<file path="config.mk">
export PLATFORM = sky130hd
export DESIGN_NAME = hbx_ctrl
export DESIGN_NICKNAME = d
export VERILOG_FILES = /design/src/hw/hbx_ctrl.v /design/src/hw/hbx_word_mem.v /design/src/hw/hbx_apb_if.v
export VERILOG_INCLUDE_DIRS = /design/src /design/src/hw
export SDC_FILE = /design/constraint.sdc
export NUM_CORES = 1
export LEC_CHECK = 0
export ABC_AREA = 0
export BUFFER_PORTS_ARGS = -buffer_cell sky130_fd_sc_hd__buf_2
export CAP_MARGIN = 0
export CORE_MARGIN = 3
export CORE_UTILIZATION = 54
export DETAILED_ROUTE_END_ITERATION = 16
export PLACE_DENSITY = 0.79
export SETUP_SLACK_MARGIN = 0.4
export SYNTH_ARGS = -nofsm -noshare
export SYNTH_HDL_FRONTEND = slang
export SYNTH_SLANG_ARGS = --single-unit
</file>
<file path="constraint.sdc">
create_clock -name pclk -period 2.9 [get_ports pclk]
set_clock_uncertainty 0.15 [all_clocks]
set_input_delay 0.435 -clock pclk [delete_from_list [all_inputs] [get_ports pclk]]
set_output_delay 0.435 -clock pclk [all_outputs]
set_load 0.005 [all_outputs]
</file>
<file path="src/hw/hbx_defs.vh">
`ifndef HBX_DEFS_VH
`define HBX_DEFS_VH
// Notes on behaviour
// - controller holds both write latch enables high at all times
// - one shared read latch enable drives both memory port read latches
// - path high selects even memory port, path low selects odd port
// - burst read captures memory data into latch, then enables latch onto processor
// - for reads controller drives direction low, sets path, uses latch enables
// - burst: read both banks, close latches, present even then odd back to back
// - during sequencing, precharge and reassert column strobe for next word pair
// - single reads keep latches open, exchanger acts as flow-through transceiver
// - writes: direction high, path selects target, bytes by enables, no latching

// register byte offsets
`define HBX_ADDR_CTRL 12'h000
`define HBX_ADDR_STATUS 12'h004
`define HBX_ADDR_WDATA 12'h008
`define HBX_ADDR_RDATA0 12'h010
`define HBX_ADDR_RDATA3 12'h01C

// control fields
`define HBX_CTRL_START 0
`define HBX_CTRL_OP_LO 1
`define HBX_CTRL_OP_HI 2
`define HBX_CTRL_PATH 3
`define HBX_CTRL_UB 4
`define HBX_CTRL_LB 5
`define HBX_CTRL_RST 32'h0000_0030

// operation codes
`define HBX_OP_SINGLE 2'h0
`define HBX_OP_BURST 2'h1
`define HBX_OP_WRITE 2'h2

// status fields
`define HBX_STAT_BUSY 0
`define HBX_STAT_DONE 1

// timing
`define HBX_CLK_PERIOD_NS 8
`define HBX_T_ACC_NS 40
`define HBX_T_WR_NS 40
`define HBX_T_ACC_CYC ((`HBX_T_ACC_NS + `HBX_CLK_PERIOD_NS - 1) / `HBX_CLK_PERIOD_NS)
`define HBX_T_WR_CYC ((`HBX_T_WR_NS + `HBX_CLK_PERIOD_NS - 1) / `HBX_CLK_PERIOD_NS)

`endif

</file>
<file path="src/hw/hbx_ctrl.v">
// Implementation choices: the register addresses and the APB interface to the registers.
`timescale 1ns/1ns
`default_nettype none
`include "hbx_defs.vh"
module hbx_ctrl #(
	parameter [7:0] ACC_CYC = `HBX_T_ACC_CYC,
	parameter [7:0] WR_CYC = `HBX_T_WR_CYC
) (
	// clock and reset
	input wire pclk,
	input wire presetn,
	// apb slave
	input wire psel,
	input wire penable,
	input wire pwrite,
	input wire [11:0] paddr,
	input wire [31:0] pwdata,
	output wire [31:0] prdata,
	output wire pready,
	output wire pslverr,
	// exchanger control pins
	output reg xchg_dir,
	output reg xchg_path,
	output reg upper_byte_out_en_n,
	output reg lower_byte_out_en_n,
	output wire even_read_latch_enable,
	output wire odd_read_latch_enable,
	output wire even_write_latch_enable,
	output wire odd_write_latch_enable,
	// memory column strobe
	output reg col_strobe_n,
	// processor data port
	input wire [15:0] x_in,
	output reg [15:0] x_out,
	output reg x_oe
);

	localparam [4:0] S_IDLE = 5'b00001;
	localparam [4:0] S_OPEN = 5'b00010;
	localparam [4:0] S_OUTE = 5'b00100;
	localparam [4:0] S_OUTO = 5'b01000;
	localparam [4:0] S_WR = 5'b10000;

	function hit;
		input [11:0] a;
		input [11:0] ofs;
		begin
			hit = (a == ofs);
		end
	endfunction

	////////////////////////////////////////////////////////////////////////////
	// register state

	reg [4:0] state_r;
	reg [4:0] state_nxt;
	reg [7:0] cnt_r;
	reg [7:0] cnt_nxt;
	reg pair_r;
	reg pair_nxt;
	reg [1:0] op_r;
	reg path_sel_r;
	reg ub_r;
	reg lb_r;
	reg [15:0] wdata_r;
	reg done_r;
	reg latch_en_r;
	reg cap_we;
	reg [1:0] cap_idx;
	reg done_set;
	reg [1:0] op_n;
	reg path_n;
	reg ub_n;
	reg lb_n;
	reg dir_nxt;
	reg path_nxt;
	reg uoe_nxt;
	reg loe_nxt;
	reg latch_nxt;
	reg cas_nxt;
	reg xoe_nxt;
	reg [31:0] rdata_mux;
	reg addr_hit;

	wire wr_stb;
	wire [15:0] mem_rdata;
	wire busy = ~state_r[0];
	wire ctrl_wr = wr_stb & hit(paddr, `HBX_ADDR_CTRL);
	wire start = ctrl_wr & pwdata[`HBX_CTRL_START] & ~busy;
	wire [1:0] op_w = pwdata[`HBX_CTRL_OP_HI:`HBX_CTRL_OP_LO];
	wire done_clr = wr_stb & hit(paddr, `HBX_ADDR_STATUS) & pwdata[`HBX_STAT_DONE];
	wire rdata_hit = (paddr >= `HBX_ADDR_RDATA0) & (paddr <= `HBX_ADDR_RDATA3) & (paddr[1:0] == 2'b00);

	////////////////////////////////////////////////////////////////////////////
	// bus slave

	always @* begin
		addr_hit = 1'b1;
		rdata_mux = 32'h0000_0000;
		if (hit(paddr, `HBX_ADDR_CTRL)) begin
			rdata_mux[`HBX_CTRL_OP_HI:`HBX_CTRL_OP_LO] = op_r;
			rdata_mux[`HBX_CTRL_PATH] = path_sel_r;
			rdata_mux[`HBX_CTRL_UB] = ub_r;
			rdata_mux[`HBX_CTRL_LB] = lb_r;
		end else if (hit(paddr, `HBX_ADDR_STATUS)) begin
			rdata_mux[`HBX_STAT_BUSY] = busy;
			rdata_mux[`HBX_STAT_DONE] = done_r;
		end else if (hit(paddr, `HBX_ADDR_WDATA)) begin
			rdata_mux[15:0] = wdata_r;
		end else if (rdata_hit) begin
			rdata_mux[15:0] = mem_rdata;
		end else begin
			addr_hit = 1'b0;
		end
	end

	hbx_apb_if u_apb (
		.pclk(pclk),
		.presetn(presetn),
		.psel(psel),
		.penable(penable),
		.pwrite(pwrite),
		.rdata_in(rdata_mux),
		.hit_in(addr_hit),
		.pready(pready),
		.prdata(prdata),
		.pslverr(pslverr),
		.wr_stb(wr_stb)
	);

	// captured words, read back over the bus
	hbx_word_mem #(
		.W(16),
		.AW(2)
	) u_mem (
		.pclk(pclk),
		.we(cap_we),
		.waddr(cap_idx),
		.wdata(x_in),
		.raddr(paddr[3:2]),
		.rdata_r(mem_rdata)
	);

	////////////////////////////////////////////////////////////////////////////
	// sequencer

	always @* begin
		state_nxt = state_r;
		cnt_nxt = cnt_r + 8'h01;
		pair_nxt = pair_r;
		cap_we = 1'b0;
		cap_idx = 2'b00;
		done_set = 1'b0;
		case (state_r)
			S_IDLE: begin
				cnt_nxt = 8'h00;
				pair_nxt = 1'b0;
				if (start) begin
					// unknown op codes are ignored
					if (op_w == `HBX_OP_SINGLE || op_w == `HBX_OP_BURST) begin
						state_nxt = S_OPEN;
					end else if (op_w == `HBX_OP_WRITE) begin
						state_nxt = S_WR;
					end
				end
			end
			S_OPEN: begin
				if (cnt_r == ACC_CYC - 8'h01) begin
					cnt_nxt = 8'h00;
					if (op_r == `HBX_OP_SINGLE) begin
						// flow-through: sample at end of the open window
						cap_we = 1'b1;
						done_set = 1'b1;
						state_nxt = S_IDLE;
					end else begin
						state_nxt = S_OUTE;
					end
				end
			end
			S_OUTE: begin
				cap_we = 1'b1;
				cap_idx = {pair_r, 1'b0};
				cnt_nxt = 8'h00;
				state_nxt = S_OUTO;
			end
			S_OUTO: begin
				cap_we = 1'b1;
				cap_idx = {pair_r, 1'b1};
				cnt_nxt = 8'h00;
				if (pair_r) begin
					done_set = 1'b1;
					state_nxt = S_IDLE;
				end else begin
					pair_nxt = 1'b1;
					state_nxt = S_OPEN;
				end
			end
			S_WR: begin
				if (cnt_r == WR_CYC - 8'h01) begin
					cnt_nxt = 8'h00;
					done_set = 1'b1;
					state_nxt = S_IDLE;
				end
			end
			default: begin
				state_nxt = S_IDLE;
				cnt_nxt = 8'h00;
			end
		endcase
	end

	////////////////////////////////////////////////////////////////////////////
	// pin levels for the coming cycle

	always @* begin
		op_n = start ? op_w : op_r;
		path_n = start ? pwdata[`HBX_CTRL_PATH] : path_sel_r;
		ub_n = start ? pwdata[`HBX_CTRL_UB] : ub_r;
		lb_n = start ? pwdata[`HBX_CTRL_LB] : lb_r;
		dir_nxt = 1'b0;
		path_nxt = xchg_path;
		uoe_nxt = 1'b1;
		loe_nxt = 1'b1;
		latch_nxt = 1'b1;
		cas_nxt = 1'b1;
		xoe_nxt = 1'b0;
		case (state_nxt)
			S_IDLE: begin
				latch_nxt = 1'b1;
			end
			S_OPEN: begin
				dir_nxt = 1'b0;
				latch_nxt = 1'b1;
				cas_nxt = 1'b0;
				if (op_n == `HBX_OP_SINGLE) begin
					path_nxt = path_n;
					uoe_nxt = ~ub_n;
					loe_nxt = ~lb_n;
				end else begin
					// both banks fetched at once; processor port stays quiet
					path_nxt = 1'b1;
				end
			end
			S_OUTE: begin
				latch_nxt = 1'b0;
				path_nxt = 1'b1;
				uoe_nxt = ~ub_n;
				loe_nxt = ~lb_n;
				cas_nxt = 1'b1;
			end
			S_OUTO: begin
				latch_nxt = 1'b0;
				path_nxt = 1'b0;
				uoe_nxt = ~ub_n;
				loe_nxt = ~lb_n;
				// reassert for the second pair only
				cas_nxt = pair_r;
			end
			S_WR: begin
				dir_nxt = 1'b1;
				path_nxt = path_n;
				uoe_nxt = ~ub_n;
				loe_nxt = ~lb_n;
				cas_nxt = 1'b0;
				xoe_nxt = 1'b1;
			end
			default: begin
				latch_nxt = 1'b1;
			end
		endcase
	end

	////////////////////////////////////////////////////////////////////////////
	// flops

	always @(posedge pclk or negedge presetn) begin
		if (!presetn) begin
			state_r <= S_IDLE;
			cnt_r <= 8'h00;
			pair_r <= 1'b0;
			op_r <= `HBX_OP_SINGLE;
			path_sel_r <= 1'b0;
			ub_r <= 1'b1;
			lb_r <= 1'b1;
			wdata_r <= 16'h0000;
			done_r <= 1'b0;
			xchg_dir <= 1'b0;
			xchg_path <= 1'b0;
			upper_byte_out_en_n <= 1'b1;
			lower_byte_out_en_n <= 1'b1;
			latch_en_r <= 1'b1;
			col_strobe_n <= 1'b1;
			x_out <= 16'h0000;
			x_oe <= 1'b0;
		end else begin
			state_r <= state_nxt;
			cnt_r <= cnt_nxt;
			pair_r <= pair_nxt;
			if (ctrl_wr & ~busy) begin
				op_r <= op_w;
				path_sel_r <= pwdata[`HBX_CTRL_PATH];
				ub_r <= pwdata[`HBX_CTRL_UB];
				lb_r <= pwdata[`HBX_CTRL_LB];
			end
			if (wr_stb & hit(paddr, `HBX_ADDR_WDATA) & ~busy) begin
				wdata_r <= pwdata[15:0];
			end
			// a finishing operation beats a clear in the same cycle
			done_r <= done_set | (done_r & ~done_clr);
			xchg_dir <= dir_nxt;
			xchg_path <= path_nxt;
			upper_byte_out_en_n <= uoe_nxt;
			lower_byte_out_en_n <= loe_nxt;
			latch_en_r <= latch_nxt;
			col_strobe_n <= cas_nxt;
			x_out <= wdata_r;
			x_oe <= xoe_nxt;
		end
	end

	// one shared enable so both read latches open and close together
	assign even_read_latch_enable = latch_en_r;
	assign odd_read_latch_enable = latch_en_r;
	// write latches left transparent
	assign even_write_latch_enable = 1'b1;
	assign odd_write_latch_enable = 1'b1;

endmodule // hbx_ctrl
`default_nettype wire

</file>
<file path="src/hw/hbx_word_mem.v">
`timescale 1ns/1ns
`default_nettype none
module hbx_word_mem #(
	parameter W = 16,
	parameter AW = 2
) (
	// clock
	input wire pclk,
	// write side
	input wire we,
	input wire [AW-1:0] waddr,
	input wire [W-1:0] wdata,
	// read side
	input wire [AW-1:0] raddr,
	output reg [W-1:0] rdata_r
);

	reg [W-1:0] mem [0:(1<<AW)-1];

	// no reset on the array; software reads it only after a finished read
	always @(posedge pclk) begin
		if (we) begin
			mem[waddr] <= wdata;
		end
		rdata_r <= mem[raddr];
	end

endmodule // hbx_word_mem
`default_nettype wire

</file>
<file path="src/hw/hbx_apb_if.v">
`timescale 1ns/1ns
`default_nettype none
module hbx_apb_if (
	// clock and reset
	input wire pclk,
	input wire presetn,
	// apb request
	input wire psel,
	input wire penable,
	input wire pwrite,
	// answer sources
	input wire [31:0] rdata_in,
	input wire hit_in,
	// apb answer
	output wire pready,
	output reg [31:0] prdata,
	output reg pslverr,
	// one-cycle write strobe at completion
	output wire wr_stb
);

	reg resp_r;

	// one wait state so prdata always comes out of a flop
	assign pready = psel & penable & resp_r;
	assign wr_stb = pready & pwrite & hit_in;

	always @(posedge pclk or negedge presetn) begin
		if (!presetn) begin
			resp_r <= 1'b0;
			prdata <= 32'h0000_0000;
			pslverr <= 1'b0;
		end else if (psel & penable & ~resp_r) begin
			resp_r <= 1'b1;
			prdata <= (hit_in & ~pwrite) ? rdata_in : 32'h0000_0000;
			pslverr <= ~hit_in;
		end else begin
			resp_r <= 1'b0;
		end
	end

endmodule // hbx_apb_if
`default_nettype wire

</file>
==> After elaboration in Yosys (flattened, before gate mapping) <==
Memories as Yosys holds them, arrays and structs flattened. A register that Yosys moved wholly into a read port is not among the register bits.
Index checks and enable logic that the tools add are counted.
{ "word_totals": {"wordCells": 121, "in_bits": 65, "ff_bits": 92, "mem_count": 1, "ram_bits": 64, "out_inout_bits": 60} }
{ "classes": {"magnitude_cmp": 2, "add_sub_neg": 1, "mux": 46, "bitwise_logic": 25, "eq_ne": 14, "n_reduce_logical": 13} }
{ "memory_table": {"columns": ["name", "depth", "width", "rd", "rd_ports_with_merged_regs", "wr", "line", "rtl"], "rows": [
  ["u_mem.mem", 4, 16, 1, 1, 1, "hbx_word_mem.v:18", "reg [W-1:0] mem [0:(1<<AW)-1];"]
]} }
{ "op_table": {"columns": ["operator", "count"], "rows": [
  ["$mux W16", 3],
  ["$mux W5", 6],
  ["$pmux W5 S5", 1],
  ["$mux W1", 20],
  ["$and A1 B1 Y1", 17],
  ["$mux W8", 2],
  ["$mux W14", 1],
  ["$eq A12 B3 Y1 const B", 1],
  ["$eq A12 B4 Y1 const B", 1],
  ["$ge A12 B5 Y1 const B", 1],
  ["$le A12 B5 Y1 const B", 1],
  ["$logic_not A12 Y1", 1],
  ["$eq A5 B2 Y1 const B", 2],
  ["$eq A5 B3 Y1 const B", 2],
  ["$eq A5 B4 Y1 const B", 2],
  ["$eq A5 B5 Y1 const B", 2],
  ["$mux W10", 1],
  ["$pmux W1 S2", 5],
  ["$add A8 B1 Y8 const B", 1],
  ["$eq A8 B3 Y1 const B", 1],
  ["$logic_not A2 Y1", 4],
  ["$reduce_or A2 Y1", 4],
  ["$not A1 Y1", 7],
  ["$mux W2", 3],
  ["12 further kinds", 12]
]} }

==> Depth between registers and ports, before layout <==
Gate-level depths: netlist of run 1.
{ "logic_depth": {"word_depth": 16, "mapped_depth": 8, "mapped_depth_nobuf": 8} }

==> Cells and area by module <==
Synthesis of run 1 repeated with hierarchy kept, for this count alone.
{ "unflattened": {"hier_cells": 451, "hier_area_um2": 7135.6} }
{ "by_module_without_submodules": {"columns": ["mod", "cells_per_inst", "area_per_inst_um2", "seq_area_each_um2", "n_inst"], "rows": [
  ["hbx_ctrl", 234, 2711.4, 1460.2, 1],
  ["hbx_word_mem", 104, 2697.6, 2242.2, 1],
  ["hbx_apb_if", 113, 1726.7, 850.8, 1]
]} }

==> Worst setup path before layout of run 1 <==
Ideal clock, no wire load.
{ "synth_timing": {"kind": "input-to-reg", "start": "input port paddr[9]", "end": "register xchg_path", "arrival_ns": 2.589, "path_slack_ns": 0.036, "cell_stages": 7, "setup_ns": 0.125, "required_time_ns": 2.625, "n_path_buf": 1, "cell_sequence": "or4_4 > or3_1 > buf_6 > nor3_4 > mux2_2 > o31a_1 > mux2_4"} }
{ "synth_via": {"elab_chain_len": 15, "elab_cells_between_ends": 27, "cone_classes": "2 x order compare; 6 x eq/ne; 10 x mux; 6 x bitwise; 3 x reduce/logical"} }
{ "synth_lines": {"columns": ["element", "line", "rtl"], "rows": [
  ["from (decl)", "hbx_ctrl.v:16", "input wire [11:0] paddr,"],
  ["$ge A12 B5 Y1 (no source line) / $le A12 B5 Y1 (equally long branches)", null, null],
  ["$and A1 B1 Y1 (2 in series)", "hbx_ctrl.v:92", "wire rdata_hit = (paddr >= `HBX_ADDR_RDATA0) & (paddr <= `HBX_ADDR_RDATA3) & (paddr[1:0] == 2'b00);"],
  ["$mux W1", "hbx_ctrl.v:110", "end else if (rdata_hit) begin"],
  ["$mux W1", "hbx_ctrl.v:108", "end else if (hit(paddr, `HBX_ADDR_WDATA)) begin"],
  ["$mux W1", "hbx_ctrl.v:105", "end else if (hit(paddr, `HBX_ADDR_STATUS)) begin"],
  ["$mux W1", "hbx_ctrl.v:100", "if (hit(paddr, `HBX_ADDR_CTRL)) begin"],
  ["$and A1 B1 Y1", "hbx_apb_if.v:26", "assign wr_stb = pready & pwrite & hit_in;"],
  ["$and A1 B1 Y1 (*)", "hbx_ctrl.v:88", "wire ctrl_wr = wr_stb & hit(paddr, `HBX_ADDR_CTRL);"],
  ["$and A1 B1 Y1 (*) (2 in series)", "hbx_ctrl.v:89", "wire start = ctrl_wr & pwdata[`HBX_CTRL_START] & ~busy;"],
  ["$mux W5 / $mux W2 (equally long branches)", "hbx_ctrl.v:158, hbx_ctrl.v:216", null],
  ["$pmux W5 S5 / $logic_not A2 Y1 (equally long branches)", null, null],
  ["$eq A5 B5 Y1 (tied with other cells)", "hbx_ctrl.v:227", "case (state_nxt)"],
  ["$pmux W1 S4 / $reduce_bool A4 Y1 (equally long branches)", null, null],
  ["to (signal assigned)", "hbx_ctrl.v:311", "xchg_path <= path_nxt;"],
  ["to (decl)", "hbx_ctrl.v:23", "output reg xchg_path,"]
]} }
Every way passes the cells marked *; elsewhere a longest branch is shown, timed or not.
A chain may end at the register's enable or synchronous reset.

==> Worst setup path in the final report of run 1 <==
{ "layout_timing": {"start": "register state_r[1]", "end": "register xchg_path"} }
{ "layout_via": {"elab_cells_between_ends": 17, "cone_classes": "9 x eq/ne; 7 x mux; 1 x reduce/logical"} }
{ "layout_lines": {"columns": ["element", "line", "rtl"], "rows": [
  ["from (decl)", "hbx_ctrl.v:55", "reg [4:0] state_r;"],
  ["from (signal assigned)", "hbx_ctrl.v:296", "state_r <= state_nxt;"],
  ["$eq A5 B5 Y1 (tied with other cells)", "hbx_ctrl.v:154", "case (state_r)"],
  ["$pmux W5 S5 (*)", "hbx_ctrl.v:154", null],
  ["named net state_nxt[0]", "hbx_ctrl.v:56", "reg [4:0] state_nxt;"],
  ["$eq A5 B5 Y1 (tied with other cells)", "hbx_ctrl.v:227", null],
  ["$pmux W1 S4 / $reduce_bool A4 Y1 (equally long branches)", null, null]
]} }
Mark *: on every way through the listed nets, which the timed path passes. The rest lies on a longest branch.

==> results.yml, run 1 <==
yosys:
  synthCells: 403
  synth_area_sq_mm: 0.00607
  synth-edff-count: 64
  synth_area_per_cell_sq_um: 15.1
  ys_types: 60
  async_reset_ff_share_pct: 48.7
  dominantRegCellSynth: "dfrtp_1"
  ys_warn_count: 0
  ys_seq_area_share_pct: 68.4
  synth.ff_latch_count: 156
sta:
  final.min_clock_period_ps: 2380
  setup_viol: 0
  hold_viol_final: 0
  max_slew_margin_pct: 53.5
  max_freq_mhz: 420
  final-max-slew-violation-count: 0
  finalCritPeriodShare_pct: 82.1
  worst-slew-pin-transition_ps: 697
  setup_tns_ps: 0
  whs_ps: 23.9
  rsz0062_at_grt: "no"
worst_setup_path:
  cpPeakStageDelay_ps: 490
  critPathTopFamily: "simple AND/OR/NAND/NOR gates"
  crit_slowest_cell: "dfrtp_1"
  path_cells: "or3_1 -> nor3b_1 -> nand3_2 -> a21oi_2 -> inv_2 -> mux2_4"
  timing.rr.end: "xchg_path$_DFFE_PN0P_"
  crit_path_start: "state_r[1]$_DFF_PN0_"
  path_buf_inv: 1
  r2r_setup_slack_ps: 520
  r2r_start: "state_r[1]$_DFF_PN0_"
  worstPathRequired_ps: 3150
  critical_path_class: "register to register"
  crit_path_end_kind: "register"
  rr_worst_depth: 6
  cp_max_fo: 10
  cp_data_arrival_time_ps: 2630
  cp-start-kind: "register"
layout:
  layout_common_cells: "90 x buf_2, 69 x dfrtp_1, 64 x edfxtp_1, 25 x nand2_1, 24 x dlygate4sd3_1"
  fill_cells: 716
  final_nets: 596
  syn2layout_area_growth_pct: 24.0
  final_common_cell: "buf_2"
  fin_cells: 682
  num_antenna_cells: 0
  drive_above_1_share_pct: 36.5
global_routing:
  gr-usage-all-layers_pct: 20.6
  grt_pass1_vias: 3765
  grt_max_degree: 48
  grt_overflow: 0
  antenna_found_initial: 0
  grt_pass1_wl_um: 20000
run:
  maxCapViolCount: 0
worst_hold_path:
  holdPathStages: 2
  hold_start: "pwdata[6]"
  min_to: "wdata_r[6]$_DFFE_PN0P_"
  min_path_type: "input port to register"
routing:
  wl_per_cell_um: 17.7
  drc: 0
  drtIter0Drc: 232
  vias: 3756
  firstDrtPassIters: 4
  vias_per_cell: 5.51
  antenna_left: 0
  wl_um: 12100
power:
  power_switching_w: 0.000982
  seq_power_share_pct: 49.3
  leakage_nw: 3.28
  pwr-share-clk_pct: 47.3
  swShare_pct: 20.9
  p_per_area_mw_per_mm2: 625
  comb_power_share_pct: 3.4
  ir_drop_mv: 0.425
  p_int_w: 0.00372
die:
  core_sq_mm: 0.0109
  ios: 125
  rows: 38
  die-height_um: 112
  initial_core_util_pct: 55.7
  die_w_um: 112
  die_area_sq_mm: 0.0125
clocking:
  clk_latency_ps: 520
  htreeDepth: 4
  clkTransAtPathRegs_ps: 60
  cts.sinks: 156
  cts_tree: "built"
  numCtsBuffers: 17
  root_buffer: "clkbuf_8"
  clockBufferDepth: 2
placed_design:
  port_buffers: 90
  place_inst: 626
  hpwlAfterDp_um: 8020
  place_congestion: 0.868
status:
  outcome: "finished, final reports clean"
[per-layer routing]
metal	vias to the layer above	wire [um]	GRT usage, %
li1	1713	-	-
met1	1849	5210	28.1
met2	164	5770	31.9
met3	30	810	5.27
met4	0	298	8.49
met5	-	0	0
[state kept, by name, summed over array words and instances, names as in the netlist, 2 cells and up]
name / count
cnt_r: 8
op_r: 2
state_r: 5
u_apb.prdata: 16
u_mem.mem: 64
u_mem.rdata_r: 16
wdata_r: 16
x_out: 16
[cell usage after synthesis, types with 3 or more instances]
library cell  count  area (sq um)
or3_1             3          18.8
xor2_1            5          43.8
xnor2_1           3          26.3
or2_2             4          25.0
inv_1             5          18.8
o21ai_0          17          85.1
mux2_2           24           270
dfstp_2           7           184
a22oi_1          15           113
dfxtp_1          16           320
nand3_1           4          20.0
and3_1            6          37.5
nor3_1            5          25.0
clkbuf_1         13          48.8
nand3b_1          5          37.5
nor3b_1           5          37.5
a21oi_1           4          20.0
edfxtp_1         64          1920
buf_4            21           158
mux4_2           16           360
nor2_1           21          78.8
nand2_1          25          93.8
dfrtp_1          69          1730
[cell families (layout without fill, tap and decap cells)]
logic type               Yosys count  in the layout  share of synthesized area [%]
other                              2             18                          0.124
flip-flops                       156            156                           68.4
multiplexers                      42             42                           10.8
AO/OA/AOI/OAI                     54             54                           6.10
AND/OR/NAND/NOR                   95             95                           8.80
XOR/XNOR                           8              8                           1.15
adder cells (fa/ha/maj)            2              2                          0.412
buffers and inverters             44            167                           4.16
[stage by stage]
stage	cell area, sq um	utilization (%)	total power [W]	setup WS [ps]
5_1_grt	7520	69.1	0.00485	425
2_1_floorplan	6170	-	0.00243	145
3_3_place_gp	6680	61.3	0.00249	95.1
3_5_place_dp	6680	61.3	0.00250	61.3
6_report	7520	69.1	0.00470	520
4_1_cts	7510	69.0	0.00473	555
[cell type report]
class	count	area (sq um)	area share, %
flip-flops and latches	156	4150	55.2
multi-input cells	219	1760	23.4
repair buffers	129	816	10.8
clock buffers	18	418	5.55
clock inverters	14	183	2.43
well taps	140	175	2.33
inverters	6	22.5	0.299
[power by group through the flow]
stage	clock, W	combinational, W	sequential, W
floorplan	0	0.0000692	0.00236
global placement	0	0.000131	0.00236
detailed placement	0	0.000136	0.00236
CTS	0.00225	0.000160	0.00232
global route	0.00235	0.000178	0.00232
finish	0.00222	0.000160	0.00232
[worst max path at each step]
stage | to | cells past startpoint
after floorplan | xchg_path$_DFFE_PN0P_ | 7
after global placement | xchg_path$_DFFE_PN0P_ | 9
after CTS | xchg_path$_DFFE_PN0P_ | 6
after detailed placement | xchg_path$_DFFE_PN0P_ | 9
final | xchg_path$_DFFE_PN0P_ | 6
after global routing | xchg_path$_DFFE_PN0P_ | 6
[timing repair]
action / CTS / global route
hold buffers: 23 / 1
endpoints found under the hold margin: 99 / 1
setup buffers: 0 / 0
endpoints found under the setup margin: 0 / 16
gates resized for setup: 0 / 1
(Power assumes the default switching activity.)
==> run 2: changes to the inputs <==
--- a/config.mk
+++ b/config.mk
@@ -10,9 +10,9 @@
 export BUFFER_PORTS_ARGS = -buffer_cell sky130_fd_sc_hd__buf_2
 export CAP_MARGIN = 0
 export CORE_MARGIN = 3
-export CORE_UTILIZATION = 54
+export CORE_UTILIZATION = 49
 export DETAILED_ROUTE_END_ITERATION = 16
-export PLACE_DENSITY = 0.79
+export PLACE_DENSITY = 0.75
 export SETUP_SLACK_MARGIN = 0.4
 export SYNTH_ARGS = -nofsm -noshare
 export SYNTH_HDL_FRONTEND = slang
==> constraint.sdc (replaced) <==
create_clock -name pclk -period 2.1 [get_ports pclk]
set_clock_uncertainty 0.15 [all_clocks]
set_input_delay 0.315 -clock pclk [delete_from_list [all_inputs] [get_ports pclk]]
set_output_delay 0.315 -clock pclk [all_outputs]
set_load 0.005 [all_outputs]
==> run 2 against run 1 <==
Against the previous run: the flow now finishes with violations (negative setup slack); critical path depth increased by 3; power increased by 39%; clock power increased by 40%; largest power group unchanged; highest routed layer unchanged.
==> results.yml, run 2 (synthesis results as in run 1) <==
routing:
  vias: 4013
  firstDrtPassIters: 5
  drtIter0Drc: 268
  wl_um: 14300
  antenna_left: 0
  drc: 0
  vias_per_cell: 5.40
  wl_per_cell_um: 19.2
die:
  core_sq_mm: 0.0121
  die_area_sq_mm: 0.0138
  die_w_um: 117
  rows: 40
  ios: 125
  die-height_um: 117
  initial_core_util_pct: 50.3
worst_setup_path:
  path_buf_inv: 3
  critical_path_class: "input port to register"
  cp_max_fo: 7
  cp_data_arrival_time_ps: 2360
  cpPeakStageDelay_ps: 520
  timing.rr.end: "u_mem.mem[0][14]$_DFFE_PP_"
  r2r_start: "cnt_r[0]$_DFF_PN0_"
  cp-start-kind: "input port"
  rr_worst_depth: 7
  r2r_setup_slack_ps: -30
  critPathTopFamily: "simple AND/OR/NAND/NOR gates"
  crit_path_end_kind: "register"
  path_cells: "buf_6 -> or4_4 -> or3_4 -> nor3_4 -> buf_4 -> nand3_2 -> a21oi_2 -> inv_2 -> mux2_4"
  crit_slowest_cell: "or4_4"
  worstPathRequired_ps: 2250
sta:
  final.min_clock_period_ps: 2210
  max_freq_mhz: 453
  rsz0062_at_grt: "yes"
  timing.final.ws_setup_ps: -107
  hold_viol_final: 0
  whs_ps: 42.5
  final-max-slew-violation-count: 0
  finalCritPeriodShare_pct: 105
  setup_viol: 28
status:
  violations: "negative setup slack"
  outcome: "finished, violations left"
worst_hold_path:
  min_to: "ub_r$_DFFE_PN1P_"
  min_path_type: "input port to register"
  hold_start: "pwdata[4]"
  holdPathStages: 2
layout:
  stdcell_area_sq_mm: 0.00811
  regMostFlops: "u_mem.mem"
  final_nets: 629
  num_antenna_cells: 0
  post-route-util_pct: 67.2
  fin_cells: 743
  largest_register_ffs: 64
  final_common_cell: "buf_2"
  layout_common_cells: "88 x buf_2, 68 x dfrtp_1, 64 x edfxtp_1, 32 x buf_4, 27 x dlygate4sd3_1"
  syn2layout_area_growth_pct: 33.6
  drive_above_1_share_pct: 45.7
run:
  maxCapViolCount: 0
placed_design:
  port_buffers: 90
  hpwlAfterDp_um: 8770
  place_congestion: 0.925
  place_inst: 675
  dpl_cell_area_sq_mm: 0.00696
global_routing:
  grt_overflow: 0
  grt_pass1_vias: 3980
  grt_pass1_wl_um: 21500
  antenna_found_initial: 0
  grt_max_degree: 45
  gr-usage-all-layers_pct: 21.0
power:
  leakage_nw: 3.54
  ir_drop_mv: 0.449
  report.power.total_w: 0.00655
  p_per_area_mw_per_mm2: 808
clocking:
  cts_tree: "built"
  cts.sinks: 156
  root_buffer: "clkbuf_16"
  htreeDepth: 4
  numCtsBuffers: 17
  clkTransAtPathRegs_ps: 60
  clockBufferDepth: 2
  clk_latency_ps: 420
-- run 2: worst max-delay path by stage --
| stage | cells after the start | slack (ps) | start | end |
|---|---|---|---|---|
| finish | 9 | -110 | paddr[9] | xchg_path$_DFFE_PN0P_ |
| detailed placement | 7 | -620 | paddr[7] | wdata_r[6]$_DFFE_PN0P_ |
| global route | 9 | -150 | paddr[9] | xchg_path$_DFFE_PN0P_ |
| floorplan | 7 | -540 | paddr[7] | xchg_path$_DFFE_PN0P_ |
| global placement | 7 | -560 | paddr[7] | xchg_path$_DFFE_PN0P_ |
| CTS | 7 | -80 | paddr[9] | xchg_path$_DFFE_PN0P_ |
-- run 2: power breakdown --
part	leakage [nW]	switching, W	internal [W]	total (W)
registers	1.74	0.0000104	0.00319	0.00320
logic	1.51	0.000129	0.000115	0.000244
clock network	0.299	0.00126	0.00184	0.00310
total	3.54	0.00140	0.00515	0.00655
-- run 2: routing by layer --
metal	track usage, %	up-vias	routed length, um
met5	0	-	0
met3	5.71	25	956
li1	-	1784	-
met1	28.1	2027	5940
met4	6.88	0	235
met2	33.7	177	7130
-- run 2: repair_timing --
action                                  4_1_cts  5_1_grt
pin swaps                                     5        8
endpoints found under the setup margin      112      120
gates resized for setup                      25       29
setup buffers                                 4        2
endpoints found under the hold margin       104        0
hold buffers                                 27        0
gates cloned                                  2        1
-- run 2: cell type report --
class | instances | area (sq um)
Sequential cell | 156 | 4150
Timing Repair Buffer | 161 | 1160
Clock buffer | 21 | 493
Inverter | 6 | 22.5
Clock inverter | 11 | 114
Fill cell | 806 | 3960
Multi-Input combinational cell | 220 | 1950
Tap cell | 168 | 210
-- run 2: through the flow --
stage                     setup WS (ps)  TNS, ps
after floorplan                    -535   -12460
after global placement             -560   -21140
final                              -107    -1320
after global routing               -150    -4060
after detailed placement           -621   -23770
after CTS                         -76.7     -521
